--- src/rtl/fcs_pkg.sv ---
// Package for the flash command status block: map, fields, carriers
//
// Notes on behaviour
// - Command-complete flag, bit 7, is high when idle and low while running.
// - Writing one to command-complete launches the loaded command and clears the flag.
// - After launch, flag stays low until completion or a violation, then sets.
// - Access-error flag, bit 5, sets on sequence violation or illegal command.
// - While access-error is set, writing one to command-complete launches nothing.
// - Access-error clears only by writing one; writing zero leaves it.
// - Protection-violation flag, bit 4, sets on program or erase of protected area.
// - Protection-violation clears only by writing one; zero has no effect.
// - While protection-violation is set, no launch and no new write sequence.
// - Busy flag, bit 3, is one while the controller runs a command.
// - Completion-status field sets bits on errors in a command or reset sequence.
// - A double bit fault in the reset sequence shows in the completion-status field.
// - Bits 6 and 2 of the status register are read-only zero.
// - With the completion interrupt enable set, interrupt while command-complete is high.
`default_nettype none

package fcs_pkg;

	// Register indices; byte address is four times the index
	localparam logic [15:0] FCS_STATUS_IDX = 16'h3026;
	localparam logic [15:0] FCS_CONFIG_IDX = 16'h3024;
	localparam logic [15:0] FCS_CMDSEQ_IDX = 16'h3030;
	localparam logic [15:0] FCS_EVT_STAT_IDX = 16'h3031;
	localparam logic [15:0] FCS_EVT_CLR_IDX = 16'h3032;
	localparam logic [15:0] FCS_EVT_EN_IDX = 16'h3033;
	localparam logic [15:0] FCS_STATUS_ADDR = FCS_STATUS_IDX << 2;
	localparam logic [15:0] FCS_CONFIG_ADDR = FCS_CONFIG_IDX << 2;
	localparam logic [15:0] FCS_CMDSEQ_ADDR = FCS_CMDSEQ_IDX << 2;
	localparam logic [15:0] FCS_EVT_STAT_ADDR = FCS_EVT_STAT_IDX << 2;
	localparam logic [15:0] FCS_EVT_CLR_ADDR = FCS_EVT_CLR_IDX << 2;
	localparam logic [15:0] FCS_EVT_EN_ADDR = FCS_EVT_EN_IDX << 2;

	// Status register fields
	localparam int FCS_CMD_DONE_BIT = 7;
	localparam int FCS_ACC_ERR_BIT = 5;
	localparam int FCS_PVIOL_BIT = 4;
	localparam int FCS_BUSY_BIT = 3;
	localparam int FCS_COMP_STAT_LSB = 0;
	localparam int FCS_COMP_STAT_W = 2;

	// Config register fields
	localparam int FCS_DONE_IE_BIT = 7;

	// Command sequence register fields
	localparam int FCS_SEQ_LOAD_BIT = 0;

	// Event register bit positions
	localparam int FCS_EVT_DONE = 0;
	localparam int FCS_EVT_ACC_ERR = 1;
	localparam int FCS_EVT_PVIOL = 2;
	localparam int FCS_EVT_MGERR = 3;
	localparam int FCS_EVT_W = 4;

	// Reset values
	localparam logic FCS_DONE_IE_RST = 1'b0;
	localparam logic [FCS_COMP_STAT_W-1:0] FCS_COMP_STAT_RST = 2'h0;
	localparam logic [FCS_COMP_STAT_W-1:0] FCS_COMP_STAT_DBL = 2'h2;
	localparam logic [FCS_EVT_W-1:0] FCS_EVT_EN_RST = 4'h0;

	typedef enum logic [1:0] {
		FCS_ST_IDLE = 2'b01,
		FCS_ST_RUN = 2'b10
	} fcs_state_e;

	// From the memory controller, same clock
	typedef struct packed {
		logic busy;
		logic done;
		logic cmd_err;
		logic prot_err;
		logic [FCS_COMP_STAT_W-1:0] comp_stat;
	} fcs_ctl_in_s;

	// To the memory controller
	typedef struct packed {
		logic launch;
		logic seq_open;
	} fcs_ctl_out_s;

endpackage : fcs_pkg

`default_nettype wire

--- src/rtl/fcs_sticky.sv ---
// Sticky flags, set by hardware and cleared by writing one
`default_nettype none

module fcs_sticky #(
	parameter int W = 1
) (
	// Clock and reset
	input wire logic pclk,
	input wire logic presetn,
	// Set and clear
	input wire logic [W-1:0] set,
	input wire logic [W-1:0] clr,
	// Flags
	output logic [W-1:0] q
);

	// Set wins, so an event in the clearing cycle is kept
	always_ff @(posedge pclk or negedge presetn) begin
		if (!presetn) begin
			q <= '0;
		end else begin
			q <= set | (q & ~clr);
		end
	end

endmodule : fcs_sticky

`default_nettype wire

--- src/rtl/fcs_top.sv ---
// Flash command status register logic with APB slave and interrupt
//
// Our own choice: the APB register port.
`default_nettype none

module fcs_top (
	// Clock and reset
	input wire logic pclk,
	input wire logic presetn,
	// APB slave
	input wire logic psel,
	input wire logic penable,
	input wire logic pwrite,
	input wire logic [15:0] paddr,
	input wire logic [31:0] pwdata,
	output logic [31:0] prdata,
	output logic pready,
	output logic pslverr,
	// Memory controller
	input wire fcs_pkg::fcs_ctl_in_s ctl_in,
	input wire logic reset_dbl_fault,
	output fcs_pkg::fcs_ctl_out_s ctl_out,
	// Interrupt
	output logic irq
);
	import fcs_pkg::*;

	fcs_state_e state;
	fcs_state_e next_state;
	logic access_error_flag;
	logic protect_violation_flag;
	logic controller_busy_flag;
	logic [FCS_COMP_STAT_W-1:0] completion_status_field;
	logic cmd_complete_irq_enable;
	logic cmd_loaded;
	logic [FCS_EVT_W-1:0] evt_stat;
	logic [FCS_EVT_W-1:0] evt_en;
	logic [FCS_EVT_W-1:0] evt_set;
	logic [FCS_EVT_W-1:0] evt_clr;
	logic reset_seq_done;
	logic cmd_complete_flag;

	// Bus decode
	logic setup;
	logic wr_en;
	logic mapped;
	logic wr_status;
	logic wr_config;
	logic wr_cmdseq;
	logic wr_evt_clr;
	logic wr_evt_en;
	logic [31:0] next_prdata;

	// Launch and sequence decisions
	logic launch_try;
	logic launch_ok;
	logic launch_bad;
	logic seq_try;
	logic seq_ok;
	logic seq_bad;
	logic finish;
	logic acc_err_set;
	logic acc_err_clr;
	logic pviol_set;
	logic pviol_clr;

	assign setup = psel & ~penable;
	// Writes land at the edge where the master samples pready high
	assign wr_en = psel & penable & pready & pwrite & ~pslverr;
	assign wr_status = wr_en & (paddr == FCS_STATUS_ADDR);
	assign wr_config = wr_en & (paddr == FCS_CONFIG_ADDR);
	assign wr_cmdseq = wr_en & (paddr == FCS_CMDSEQ_ADDR);
	assign wr_evt_clr = wr_en & (paddr == FCS_EVT_CLR_ADDR);
	assign wr_evt_en = wr_en & (paddr == FCS_EVT_EN_ADDR);

	always_comb begin
		mapped = 1'b1;
		unique case (paddr)
			FCS_STATUS_ADDR, FCS_CONFIG_ADDR, FCS_CMDSEQ_ADDR: mapped = 1'b1;
			FCS_EVT_STAT_ADDR, FCS_EVT_CLR_ADDR, FCS_EVT_EN_ADDR: mapped = 1'b1;
			default: mapped = 1'b0;
		endcase
	end

	assign cmd_complete_flag = (state == FCS_ST_IDLE);

	// Launch attempt by writing one to the complete flag
	assign launch_try = wr_status & pwdata[FCS_CMD_DONE_BIT];
	// Errors block the launch entirely
	assign launch_ok = launch_try & cmd_complete_flag & cmd_loaded
		& ~access_error_flag & ~protect_violation_flag;
	// Launching with no loaded command breaks the sequence
	assign launch_bad = launch_try & cmd_complete_flag & ~cmd_loaded
		& ~access_error_flag & ~protect_violation_flag;

	// A new write sequence is refused under protection violation
	assign seq_try = wr_cmdseq & pwdata[FCS_SEQ_LOAD_BIT];
	assign seq_ok = seq_try & cmd_complete_flag & ~protect_violation_flag;
	// Loading while a command runs violates the sequence
	assign seq_bad = seq_try & ~cmd_complete_flag;

	assign finish = (state == FCS_ST_RUN) & (ctl_in.done | ctl_in.cmd_err | ctl_in.prot_err);

	assign acc_err_set = launch_bad | seq_bad
		| ((state == FCS_ST_RUN) & ctl_in.cmd_err);
	assign acc_err_clr = wr_status & pwdata[FCS_ACC_ERR_BIT];
	assign pviol_set = (state == FCS_ST_RUN) & ctl_in.prot_err;
	assign pviol_clr = wr_status & pwdata[FCS_PVIOL_BIT];

	fcs_sticky #(
		.W(1)
	) u_acc_err (
		.pclk(pclk),
		.presetn(presetn),
		.set(acc_err_set),
		.clr(acc_err_clr),
		.q(access_error_flag)
	);

	fcs_sticky #(
		.W(1)
	) u_pviol (
		.pclk(pclk),
		.presetn(presetn),
		.set(pviol_set),
		.clr(pviol_clr),
		.q(protect_violation_flag)
	);

	// Command state
	always_comb begin
		next_state = state;
		unique case (state)
			FCS_ST_IDLE: begin
				if (launch_ok) begin
					next_state = FCS_ST_RUN;
				end
			end
			FCS_ST_RUN: begin
				if (finish) begin
					next_state = FCS_ST_IDLE;
				end
			end
			default: next_state = FCS_ST_IDLE;
		endcase
	end

	always_ff @(posedge pclk or negedge presetn) begin
		if (!presetn) begin
			state <= FCS_ST_IDLE;
		end else begin
			state <= next_state;
		end
	end

	// Loaded command, consumed by its launch
	always_ff @(posedge pclk or negedge presetn) begin
		if (!presetn) begin
			cmd_loaded <= 1'b0;
		end else if (launch_ok) begin
			cmd_loaded <= 1'b0;
		end else if (seq_ok) begin
			cmd_loaded <= 1'b1;
		end
	end

	// Busy mirrors the controller only while a command is running
	always_ff @(posedge pclk or negedge presetn) begin
		if (!presetn) begin
			controller_busy_flag <= 1'b0;
		end else begin
			controller_busy_flag <= (next_state == FCS_ST_RUN) & ctl_in.busy;
		end
	end

	// Completion status; the strap is caught after release, not in reset
	always_ff @(posedge pclk or negedge presetn) begin
		if (!presetn) begin
			completion_status_field <= FCS_COMP_STAT_RST;
			reset_seq_done <= 1'b0;
		end else begin
			reset_seq_done <= 1'b1;
			if (!reset_seq_done) begin
				if (reset_dbl_fault) begin
					completion_status_field <= FCS_COMP_STAT_DBL;
				end
			end else if (launch_ok) begin
				completion_status_field <= FCS_COMP_STAT_RST;
			end else if ((state == FCS_ST_RUN) & ctl_in.done) begin
				completion_status_field <= completion_status_field | ctl_in.comp_stat;
			end
		end
	end

	// Configuration
	always_ff @(posedge pclk or negedge presetn) begin
		if (!presetn) begin
			cmd_complete_irq_enable <= FCS_DONE_IE_RST;
		end else if (wr_config) begin
			cmd_complete_irq_enable <= pwdata[FCS_DONE_IE_BIT];
		end
	end

	// Event enables
	always_ff @(posedge pclk or negedge presetn) begin
		if (!presetn) begin
			evt_en <= FCS_EVT_EN_RST;
		end else if (wr_evt_en) begin
			evt_en <= pwdata[FCS_EVT_W-1:0];
		end
	end

	// Event status, sticky until written one in the clear register
	always_comb begin
		evt_set = '0;
		evt_set[FCS_EVT_DONE] = finish;
		evt_set[FCS_EVT_ACC_ERR] = acc_err_set;
		evt_set[FCS_EVT_PVIOL] = pviol_set;
		evt_set[FCS_EVT_MGERR] = (state == FCS_ST_RUN) & ctl_in.done & (|ctl_in.comp_stat);
	end

	assign evt_clr = wr_evt_clr ? pwdata[FCS_EVT_W-1:0] : '0;

	fcs_sticky #(
		.W(FCS_EVT_W)
	) u_evt (
		.pclk(pclk),
		.presetn(presetn),
		.set(evt_set),
		.clr(evt_clr),
		.q(evt_stat)
	);

	// Level interrupt; registered, so event terms lag by one edge, but the complete term uses next_state and rises with the flag
	always_ff @(posedge pclk or negedge presetn) begin
		if (!presetn) begin
			irq <= 1'b0;
		end else begin
			irq <= (cmd_complete_irq_enable & (next_state == FCS_ST_IDLE))
				| (|(evt_stat & evt_en));
		end
	end

	// Controller strobes
	always_ff @(posedge pclk or negedge presetn) begin
		if (!presetn) begin
			ctl_out <= '0;
		end else begin
			ctl_out.launch <= launch_ok;
			ctl_out.seq_open <= seq_ok;
		end
	end

	// Read data mux
	always_comb begin
		next_prdata = 32'h0;
		unique case (paddr)
			FCS_STATUS_ADDR: begin
				// Bits 6 and 2 stay zero from the default above
				next_prdata[FCS_CMD_DONE_BIT] = cmd_complete_flag;
				next_prdata[FCS_ACC_ERR_BIT] = access_error_flag;
				next_prdata[FCS_PVIOL_BIT] = protect_violation_flag;
				next_prdata[FCS_BUSY_BIT] = controller_busy_flag;
				next_prdata[FCS_COMP_STAT_LSB +: FCS_COMP_STAT_W] = completion_status_field;
			end
			FCS_CONFIG_ADDR: next_prdata[FCS_DONE_IE_BIT] = cmd_complete_irq_enable;
			FCS_CMDSEQ_ADDR: next_prdata[FCS_SEQ_LOAD_BIT] = cmd_loaded;
			FCS_EVT_STAT_ADDR: next_prdata[FCS_EVT_W-1:0] = evt_stat;
			FCS_EVT_EN_ADDR: next_prdata[FCS_EVT_W-1:0] = evt_en;
			default: next_prdata = 32'h0;
		endcase
	end

	// One access cycle: pready rises in the access phase, then drops
	always_ff @(posedge pclk or negedge presetn) begin
		if (!presetn) begin
			pready <= 1'b0;
			pslverr <= 1'b0;
			prdata <= 32'h0;
		end else begin
			pready <= setup;
			pslverr <= setup & ~mapped;
			if (setup & ~pwrite) begin
				prdata <= next_prdata;
			end
		end
	end

endmodule : fcs_top

`default_nettype wire

--- config.mk ---
export PLATFORM = sky130hd
export DESIGN_NAME = fcs_top
export DESIGN_NICKNAME = d
export VERILOG_FILES = /design/src/rtl/fcs_pkg.sv /design/src/rtl/fcs_sticky.sv /design/src/rtl/fcs_top.sv
export SDC_FILE = /design/constraint.sdc
export NUM_CORES = 1
export LEC_CHECK = 0
export BUFFER_PORTS_ARGS = -buffer_cell sky130_fd_sc_hd__buf_4
export CAP_MARGIN = 20
export CELL_PAD_IN_SITES_DETAIL_PLACEMENT = 0
export CELL_PAD_IN_SITES_GLOBAL_PLACEMENT = 1
export CORE_AREA = 2 2 79 81
export DETAILED_ROUTE_END_ITERATION = 8
export DIE_AREA = 0 0 81 83
export PLACE_DENSITY_LB_ADDON = 0.3
export SLEW_MARGIN = 10
export SYNTH_ARGS = -nofsm -noshare
export SYNTH_HDL_FRONTEND = slang
export SYNTH_SLANG_ARGS = --single-unit
--- constraint.sdc ---
create_clock -name pclk -period 2.53 [get_ports pclk]
set_clock_uncertainty 0.2 [all_clocks]
set_input_delay 0.1265 -clock pclk [delete_from_list [all_inputs] [get_ports pclk]]
set_output_delay 0.1265 -clock pclk [all_outputs]
set_load 0.01 [all_outputs]
After elaboration in Yosys (flattened, before gate mapping)
Cells that the tools add are included.
{"block": "totals", "reg_bits": 30, "output_inout_bits": 37, "input_bits": 60, "wordCells": 107}
{"block": "classes", "n_eq_ne": 11, "mux": 17, "bitwise_logic": 57, "n_reduce_logical": 6}
{"cell": "16-bit equality test, second input constant", "n": 6}
{"cell": "1-bit AND", "n": 35}
{"cell": "2-bit 2-to-1 mux", "n": 7}
{"cell": "1-bit inverter", "n": 10}
{"cell": "4-bit AND", "n": 2}
{"cell": "1-bit OR", "n": 7}
{"cell": "1-bit one-hot mux with 3 select lines", "n": 2}
{"cell": "6-bit OR reduction", "n": 1}
{"cell": "2-bit by 1-bit equality test with 1-bit output, second input constant", "n": 2}
{"cell": "2-bit equality test, second input constant", "n": 2}
{"cell": "4-bit 2-to-1 mux", "n": 1}
{"cell": "4-bit inverter", "n": 1}
{"cell": "4-bit OR", "n": 1}
{"cell": "1-bit one-hot mux with 2 select lines", "n": 2}
{"cell": "1-bit one-hot mux with 4 select lines", "n": 1}
{"cell": "2-bit one-hot mux with 2 select lines", "n": 1}
{"cell": "2-bit nonzero test", "n": 2}
{"cell": "4-bit OR reduction", "n": 1}
{"cell": "1-bit 2-to-1 mux", "n": 3}
{"cell": "3-bit by 1-bit inequality test with 1-bit output, second input constant", "n": 1}
{"cell": "2-bit OR", "n": 1}
{"cell": "2-bit AND reduction", "n": 1}
{"cell": "2-bit OR reduction", "n": 1}

Depth between registers and ports, before layout
Gate-level depths: netlist of the first run.
{"block": "logic_depth", "word_depth": 15, "depth_mapped": 7, "ltp_nobuf": 6}

Cells and area by module
A second synthesis of the first run with hierarchy kept.
{"block": "hier_totals", "cells_unflattened": 190, "hier_area_um2": 1871.8}
{"module": "fcs_top", "cells_each": 172, "n_inst": 1, "area_each_um2": 1654.1, "seq_area_each_um2": 601.8}
{"module": "fcs_sticky at u_evt", "cells_each": 12, "n_inst": 1, "area_each_um2": 145.1, "seq_area_each_um2": 100.1}
{"module": "fcs_sticky at u_acc_err ...", "cells_each": 3, "n_inst": 2, "area_each_um2": 36.3, "seq_area_each_um2": 25.0}

Least setup slack after synthesis of the first run
OpenSTA, ideal clock, no wires.
{"block": "synth_timing", "path_kind": "in2reg", "from": "input port paddr[11]", "to": "register evt_en[0]", "path_buffers": 0, "required_ps": 2205, "slack_ps": 461, "arrival_time_ps": 1744, "cell_stages": 4, "setup_time_ps": 125, "path_cell_list": "or4_4 > nor4_4 > and4_4 > mux2_4"}
{"block": "synth_via", "elab_chain_len": 2}
{"item": "start, declared", "line_no": "fcs_top.sv:14", "rtl": "input wire logic [15:0] paddr,"}
{"item": "16-bit equality test", "line_no": "fcs_top.sv:74", "rtl": "assign wr_evt_en = wr_en & (paddr == FCS_EVT_EN_ADDR);"}
{"item": "1-bit AND", "line_no": "fcs_top.sv:74"}
{"item": "end signal, assigned", "line_no": "fcs_top.sv:209", "rtl": "evt_en <= pwdata[FCS_EVT_W-1:0];"}
{"item": "end, declared", "line_no": "fcs_top.sv:37", "rtl": "logic [FCS_EVT_W-1:0] evt_en;"}
No other way between the ends.
A chain may end at the register's enable or synchronous reset.

Worst setup path after layout of the first run
{"block": "layout_timing", "from": "register pslverr", "to": "register u_evt.q[3]"}
{"block": "layout_via", "elab_chain_len": 7}
{"item": "start, declared", "line_no": "fcs_top.sv:18", "rtl": "output logic pslverr,"}
{"item": "start signal, assigned", "line_no": "fcs_top.sv:282", "rtl": "pslverr <= setup & ~mapped;"}
{"item": "1-bit inverter", "line_no": "fcs_top.sv:69", "rtl": "assign wr_en = psel & penable & pready & pwrite & ~pslverr;"}
{"item": "1-bit AND", "line_no": "fcs_top.sv:69"}
{"item": "1-bit AND", "line_no": "fcs_top.sv:73", "rtl": "assign wr_evt_clr = wr_en & (paddr == FCS_EVT_CLR_ADDR);"}
{"item": "4-bit 2-to-1 mux", "line_no": "fcs_top.sv:222", "rtl": "assign evt_clr = wr_evt_clr ? pwdata[FCS_EVT_W-1:0] : '0;"}
{"item": "4-bit inverter", "line_no": "fcs_sticky.sv:22", "rtl": "q <= set | (q & ~clr);"}
{"item": "4-bit AND", "line_no": "fcs_sticky.sv:22"}
{"item": "4-bit OR", "line_no": "fcs_sticky.sv:22"}
{"item": "end signal, assigned", "line_no": "fcs_sticky.sv:22"}
{"item": "end, declared", "line_no": "fcs_sticky.sv:14", "rtl": "output logic [W-1:0] q"}
No other way between the ends.

==> results of run 1 <==
placed cells by master, fill, tap and decap left out, drive strengths merged, types with 2 or more instances in the layout:
cell         Yosys  layout
o21ai            6       6
nor2            15      15
dlygate4sd3      0      17
a21oi            3       3
a41o             2       2
mux2             9       9
nand2b           6       6
dfrtp           29      29
nand2           10      10
clkinv           0       2
conb             2      26
and4             3       3
nand3           11      11
and2             2       2
ha               2       2
or4              2       2
inv              7       7
clkbuf           3       5
nand4           11      11
nor4b            2       2
a22o             3       3
a31oi            4       4
nor4bb           2       2
buf             28      53
and3             3       3
nor4             3       3
final timing paths:
path / slack [ns] / end / cells past startpoint / from
worst max-delay path: 0.29 / u_evt.q[3] / 6 / pslverr
worst min-delay path: 0.01 / u_acc_err.q / 4 / ctl_in[3]
worst max register to register: 0.29 / u_evt.q[3] / 6 / pslverr
worst min register to register: 0.28 / prdata[4] / 2 / prdata[4]
max in group asynchronous: 1.70 / state[0] / 2 / presetn
min in group asynchronous: 0.11 / prdata[5] / 2 / presetn
metrics by stage:
step                      hold WS (ns)  util (%)  power, W  instance area (um^2)  instances
after floorplan                 -0.369         -  0.000584                  1920        212
after global routing            0.0362      42.6   0.00117                  2480        334
final                           0.0103      42.6   0.00112                  2480        334
after CTS                       0.0191      42.6   0.00113                  2480        334
after global placement          -0.116      37.8  0.000635                  2200        309
after detailed placement        -0.116      37.8  0.000635                  2200        309
logic make-up (layout without fill, tap and decap cells):
kind of cell,Yosys count,after routing
flops,30,30
simple gates,76,76
mux,10,10
compound gates,30,30
fa+ha+maj,2,2
other cells,2,26
buf+inv,38,85
where the power goes:
group	switching [W]	total, W	leakage, nW	internal, W
Combinational	0.0000733	0.000149	0.759	0.0000752
Clock	0.000187	0.000476	0.0579	0.000289
Sequential	0.00000628	0.000496	0.390	0.000490
sequential cells by signal, summed over array words and instances, names as in the netlist, 2 cells and up:
register and flops:
prdata 7, ctl_out 2, evt_en 4, u_evt.q 4, completion_status_field 2, state 2
tightest hold or removal path, delay by kind of cell:
family | cells | cell delay, ns
AO/OA/AOI/OAI | 1 | 0.06
buffers and inverters | 1 | 0.09
AND/OR/NAND/NOR | 2 | 0.18
cell type report:
| class | instances | area (um^2) | share of cell area (%) |
|---|---|---|---|
| inverter | 7 | 26.3 | 1.06 |
| clock buffer | 5 | 68.8 | 2.78 |
| timing repair buffer | 70 | 568 | 22.9 |
| multi-input combinational | 144 | 930 | 37.5 |
| clock inverter | 3 | 40.0 | 1.62 |
| tap | 75 | 93.8 | 3.79 |
| sequential | 30 | 752 | 30.3 |
routing by layer:
layer / up-vias / part of all wire, %
met1: 774 / 44
met5: - / 0
li1: 778 / -
met4: 0 / 1.3
met3: 6 / 6.2
met2: 48 / 49
==> impl_metrics.ini, run 1 <==
[logic_synthesis]
yosysSeqAreaShare_pct = 41.0
yosys-top-cells-count = dfrtp_1 (29), buf_4 (26), nor2_1 (14)
synthSimpleGateAreaFrac_pct = 25.0
synth_xor_area_share_pct = 0
syn_area_per_cell_um2 = 9.76
synth_top_family_by_area = simple AND/OR/NAND/NOR gates
synth_top_area_cell = dfrtp_1
synthAdderAreaFrac_pct = 1.36
synth_edf_count = 0
syn_area_um2 = 1830
synthArstFlopShare_pct = 100
yosysUniqueCellTypes = 51
synth.area.mux_share_pct = 6.89
synth_area_leaders = dfrtp_1 (40%), buf_4 (11%), nand4_1 (3.8%)
synth_compound_area_share_pct = 12.1
synth_top_area_share_pct = 39.6
synth_cells = 188
yosysMostFrequentCell = dfrtp_1
ys_seq_elements = 30
synth_top_flop_cell = dfrtp_1
yosysWarnings = 0

[placement]
place.gp.congestion = 0.771
pre_cts_ws_ns = 0.327
port_buffers = 46
hpwl_um = 3550

[clock_tree]
cts_tree = built
clk_pin_slew_ns = 0.07
htreeDepth = 2
hold_buffers = 17
cts_buffers = 5
clockBufferDepth = 2
postCtsSetupBuffers = 0
ctsResizeCount = 0
clkLatencyLatePin_ns = 0.28
cts_sinks = 30
clockRootBuffer = clkbuf_8

[setup_path]
cp-start-kind = flop
worstPathCellList = nand2b_1 > nor4_4 > buf_4 > nand4_1 > o2bb2ai_1 > dlygate4sd3_1
arrival_ns = 2.21
path_buf_inv = 2
critPathTopFamily = buffers and inverters
crit_slowest_cell = dlygate4sd3_1
worst-setup-path-type = flop to flop
critPathCaptureType = flop
crit_fanout = 5
slowest_delay_ns = 0.54
required_ns = 2.50

[route]
detail_route.wl_per_cell_um = 13.7
vias = 1606
ant_nets = 0
drc = 0
detail_route.first_pass.iterations = 4
wirelength_um = 4580
drtIter0Drc = 90
viasPerCell = 4.81

[grt]
grt_pass1_vias = 1501
antenna_found_initial = 0
globalRoute.totalOverflow = 0
busiest_layer = met2
met3_usage_pct = 3.26
met1_usage_pct = 19.0
grt_pass1_wl_um = 7360
gr-usage-all-layers_pct = 14.2
met2_usage_pct = 22.5
grt_max_degree = 31

[timing]
hold_violations = 0
max_freq_ghz = 0.446
finalCritPeriodShare_pct = 88.5
min_period_ns = 2.24
worst_slack_ns = 0.290
rsz0062_at_grt = false
tns_ns = 0
finalSetupViolCount = 0
drv_slew = 0

[floorplanning]
die_h_um = 83
io_pins = 97
fp-row-count = 28
coreArea_um2 = 5820
initial_utilization_pct = 31.5
die_area_um2 = 6720
die_w_um = 81

[cells_and_area]
area_growth_pct = 35.1
drive_above_1_share_pct = 29.3
antennaDiodeCount = 0
final_nets = 320
fillers = 621

[worst_hold_path]
hold_path.class = input port to flop

[flow_run]
cap_violations = 0

[status]
outcome = finished, final reports clean

[power_and_ir_drop]
p_leak_nw = 1.21
peakVddDrop_mv = 0.202
powerDensity_nw_per_um2 = 452
No activity file was read; power rests on OpenSTA's default activity.
==> inputs of run 2 (changes only) <==
CELL_PAD_IN_SITES_GLOBAL_PLACEMENT = 2   (was 1)
CORE_AREA = 2 2 89 91   (was 2 2 79 81)
DIE_AREA = 0 0 91 93   (was 0 0 81 83)
PLACE_DENSITY = 0.8   (was unset)
PLACE_DENSITY_LB_ADDON = unset   (was 0.3)
==> impl_metrics.ini, run 2 (synthesis results as in run 1) <==
[status]
outcome = finished, final reports clean

[grt]
grt_pass1_wl_um = 7620
grt_pass1_vias = 1538
antenna_found_initial = 0
gr-usage-all-layers_pct = 11.7
grt_max_degree = 31
globalRoute.totalOverflow = 0

[route]
wirelength_um = 4830
detail_route.wl_per_cell_um = 13.4
ant_nets = 0
viasPerCell = 4.41
vias = 1592
drtIter0Drc = 111
detail_route.first_pass.iterations = 4
drc = 0

[setup_path]
crit_fanout = 5
critPathCaptureType = flop
worst-setup-path-type = input port to flop
cp-start-kind = input port
arrival_ns = 2.21
required_ns = 2.50

[timing]
worst_slack_ns = 0.289
finalSetupViolCount = 0
rsz0062_at_grt = false
maxSlewHeadroom_pct = 63.9
finalCritPeriodShare_pct = 88.6
tns_ns = 0
max_freq_ghz = 0.446
min_period_ns = 2.24
worst_pin_slew_ns = 0.538
hold_violations = 0
drv_slew = 0

[cells_and_area]
fillers = 823
seqCellArea_um2 = 752
largest_register_ffs = 7
antennaDiodeCount = 0
post-route-util_pct = 33.1
multi_input_area_um2 = 930
final_nets = 320
instances_no_fill = 361
drive_above_1_share_pct = 29.0
top_register = prdata
final_common_cell = buf_4
final_cell_mix = buf_4 (53), dfrtp_1 (29), conb_1 (26)
area_growth_pct = 36.0
largest_registers = prdata x7, evt_en x4, u_evt.q x4

[clock_tree]
cts_sinks = 30
clk_pin_slew_ns = 0.07
postCtsSetupBuffers = 0
clockBufferDepth = 2
cts_tree = built
clkLatencyLatePin_ns = 0.29
clockRootBuffer = clkbuf_8
htreeDepth = 2
cts_buffers = 5

[floorplanning]
die_h_um = 93
initial_utilization_pct = 24.4
die_area_um2 = 8460
coreArea_um2 = 7530
io_pins = 97
die_w_um = 91
fp-row-count = 32

[placement]
place.gp.congestion = 0.813
post-place-cells = 336
port_buffers = 46
hpwl_um = 3740
pre_cts_ws_ns = 0.315

[power_and_ir_drop]
powerDensity_nw_per_um2 = 422
p_leak_nw = 1.20
peakVddDrop_mv = 0.183

[worst_hold_path]
hold_path.class = input port to flop

[flow_run]
cap_violations = 0
==> run 2: final timing paths <==
path,from,end,slack (ns),depth (start not counted)
max,paddr[11],u_evt.q[3],0.29,7
min,ctl_in[3],u_acc_err.q,0.003,4
max reg2reg,pslverr,u_evt.q[3],0.30,6
min reg2reg,prdata[5],prdata[5],0.28,2
max in group asynchronous,presetn,state[0],1.70,2
min in group asynchronous,presetn,ctl_out[0],0.10,2
==> run 2: cell type report <==
class / count / area share (%)
Multi-Input combinational cell: 144 / 37.3
Sequential cell: 30 / 30.1
Timing Repair Buffer: 70 / 22.8
Tap cell: 102 / 5.12
Clock buffer: 7 / 3.46
Inverter: 7 / 1.05
Clock inverter: 1 / 0.201
==> run 2: power by group <==
group / internal (W) / total (W) / switching [W]
combinational: 0.0000753 / 0.000150 / 0.0000749
clock: 0.000219 / 0.000407 / 0.000188
sequential: 0.000490 / 0.000496 / 0.00000609
==> run 2: per-stage QoR <==
step / hold WS [ns] / instance area [um^2] / total power [W]
after floorplan: -0.369 / 1920 / 0.000584
after global placement: -0.115 / 2230 / 0.000636
after detailed placement: -0.113 / 2230 / 0.000637
after CTS: 0.00118 / 2490 / 0.00106
after global routing: 0.0175 / 2490 / 0.00109
final: 0.00262 / 2490 / 0.00105
==> run 2: worst max-delay path: stages <==
cell           delay [ns]
buf_4                0.11
or4_4                0.57
nor4_4               0.42
buf_4                0.21
nand4_1              0.09
o2bb2ai_1            0.13
dlygate4sd3_1        0.55
==> run 2: repair_timing <==
item,CTS,global route
endpoints found under the hold margin,45,0
resized for setup,0,0
hold buffers,17,0
==> run 2: per-layer routing <==
metal	wire (um)	part of all wire, %	vias up	global-route usage [%]
met5	0	0	-	0
met4	102	2.1	0	4.80
met3	249	5.2	9	2.98
met2	2360	49	41	19.8
met1	2120	44	761	14.2
li1	-	-	781	-
==> inputs of run 3 (changes only) <==
==> constraint.sdc (replaced) <==
create_clock -name pclk -period 2.53 [get_ports pclk]
set_clock_uncertainty 0.2 [all_clocks]
set_input_delay 0.3795 -clock pclk [delete_from_list [all_inputs] [get_ports pclk]]
set_output_delay 0.3795 -clock pclk [all_outputs]
set_load 0.01 [all_outputs]
==> impl_metrics.ini, run 3 (synthesis results as in run 1) <==
[cells_and_area]
area_growth_pct = 27.7
multi_input_area_um2 = 930
instances_no_fill = 346
fillers = 818
seqCellArea_um2 = 752
largest_registers = prdata x7, evt_en x4, u_evt.q x4
largest_register_ffs = 7
post-route-util_pct = 31.1
drive_above_1_share_pct = 31.1
final_common_cell = buf_4
antennaDiodeCount = 0
top_register = prdata
final_cell_mix = buf_4 (54), dfrtp_1 (29), conb_1 (26)
final_nets = 305

[setup_path]
regToRegSetupSlack_ns = 0.53
slowest_delay_ns = 0.57
crit_fanout = 5
reg2reg_depth = 5
reg2reg_from = state[0]
r2r-end = irq
crit_slowest_cell = or4_4
critPathCaptureType = flop
worstPathCellList = buf_4 > or4_4 > nor4_4 > and4_4 > mux2_4
worst-setup-path-type = input port to flop
cp-start-kind = input port
required_ns = 2.50
arrival_ns = 2.16

[placement]
post-place-cells = 337
pre_cts_ws_ns = 0.0577
hpwl_um = 3720
place.gp.congestion = 0.831
port_buffers = 46

[route]
detail_route.first_pass.iterations = 4
vias = 1535
detail_route.wl_per_cell_um = 13.9
drtIter0Drc = 92
viasPerCell = 4.44
drc = 0
ant_nets = 0
wirelength_um = 4800

[floorplanning]
die_area_um2 = 8460
coreArea_um2 = 7530
fp-row-count = 32
initial_utilization_pct = 24.4
io_pins = 97
die_h_um = 93
die_w_um = 91

[power_and_ir_drop]
p_int_w = 0.000769
p_leak_nw = 1.13
combPwrFrac_pct = 12.8
powerDensity_nw_per_um2 = 439
p_sw_share_pct = 25.1
p_sw_w = 0.000258
peakVddDrop_mv = 0.182
clkPwrFrac_pct = 39.0
p_seq_share_pct = 48.2

[worst_hold_path]
holdPathStages = 2
hold_path_startpoint = ctl_in[5]
hold_path.class = input port to flop
min_to = controller_busy_flag

[clock_tree]
cts_buffers = 5
clockRootBuffer = clkbuf_8
clk_pin_slew_ns = 0.06
postCtsSetupBuffers = 0
clkLatencyLatePin_ns = 0.28
htreeDepth = 2
clockBufferDepth = 2
cts_sinks = 30
cts_tree = built

[timing]
finalCritPeriodShare_pct = 86.6
worst_slack_ns = 0.339
finalSetupViolCount = 0
drv_slew = 0
rsz0062_at_grt = false
max_freq_ghz = 0.456
tns_ns = 0
hold_violations = 0
min_period_ns = 2.19

[grt]
gr-usage-all-layers_pct = 11.7
grt_max_degree = 31
grt_pass1_wl_um = 7800
antenna_found_initial = 0
globalRoute.totalOverflow = 0
grt_pass1_vias = 1547

[flow_run]
cap_violations = 0

[status]
outcome = finished, final reports clean
run 3: area by class of cell:
cell class / instances / area share, %
multi-input cells: 144 / 39.7
well taps: 102 / 5.45
repair buffers: 55 / 17.7
clock buffers: 7 / 3.69
inverters: 7 / 1.12
clock inverters: 1 / 0.214
flip-flops and latches: 30 / 32.1
run 3: per-stage QoR:
| step | power (W) | instance area (um^2) | hold WS (ns) |
|---|---|---|---|
| finish | 0.00103 | 2340 | 0.135 |
| global route | 0.00108 | 2340 | 0.135 |
| CTS | 0.00104 | 2340 | 0.131 |
| detailed placement | 0.000637 | 2240 | 0.143 |
| global placement | 0.000636 | 2240 | 0.140 |
| floorplan | 0.000584 | 1920 | -0.116 |
run 3: power by group through the flow:
stage | sequential (W) | combinational [W] | clock, W
2_1_floorplan | 0.000509 | 0.0000755 | 0
3_3_place_gp | 0.000505 | 0.000131 | 0
3_5_place_dp | 0.000505 | 0.000132 | 0
4_1_cts | 0.000496 | 0.000133 | 0.000411
5_1_grt | 0.000497 | 0.000145 | 0.000441
6_report | 0.000496 | 0.000131 | 0.000401
run 3: what timing repair did:
action | CTS | global route
endpoints found under the hold margin | 29 | 0
hold buffers | 1 | 0
setup endpoints to repair | 0 | 0
resized for setup | 0 | 0
run 3: worst max-delay path by stage:
| stage | startpoint | to | slack (ns) | cells after the start |
|---|---|---|---|---|
| 2_1_floorplan | paddr[11] | evt_en[0] | 0.21 | 4 |
| 3_3_place_gp | paddr[11] | evt_en[1] | 0.06 | 5 |
| 3_5_place_dp | paddr[11] | evt_en[1] | 0.06 | 5 |
| 4_1_cts | paddr[11] | evt_en[1] | 0.35 | 5 |
| 5_1_grt | state[0] | irq | 0.30 | 6 |
| 6_report | paddr[11] | evt_en[1] | 0.34 | 5 |
run 3: layer usage:
layer,vias to the layer above,wire (um),global-route usage (%)
met4,0,26,2.90
met5,-,0,0
met1,739,2070,14.5
met2,43,2410,19.9
li1,751,-,-
met3,2,290,3.63
run 3: worst max-delay path: cells and delay by family:
| kind | cells | cell delay [ns] |
|---|---|---|
| simple gates | 3 | 1.36 |
| mux | 1 | 0.31 |
| buf+inv | 1 | 0.11 |
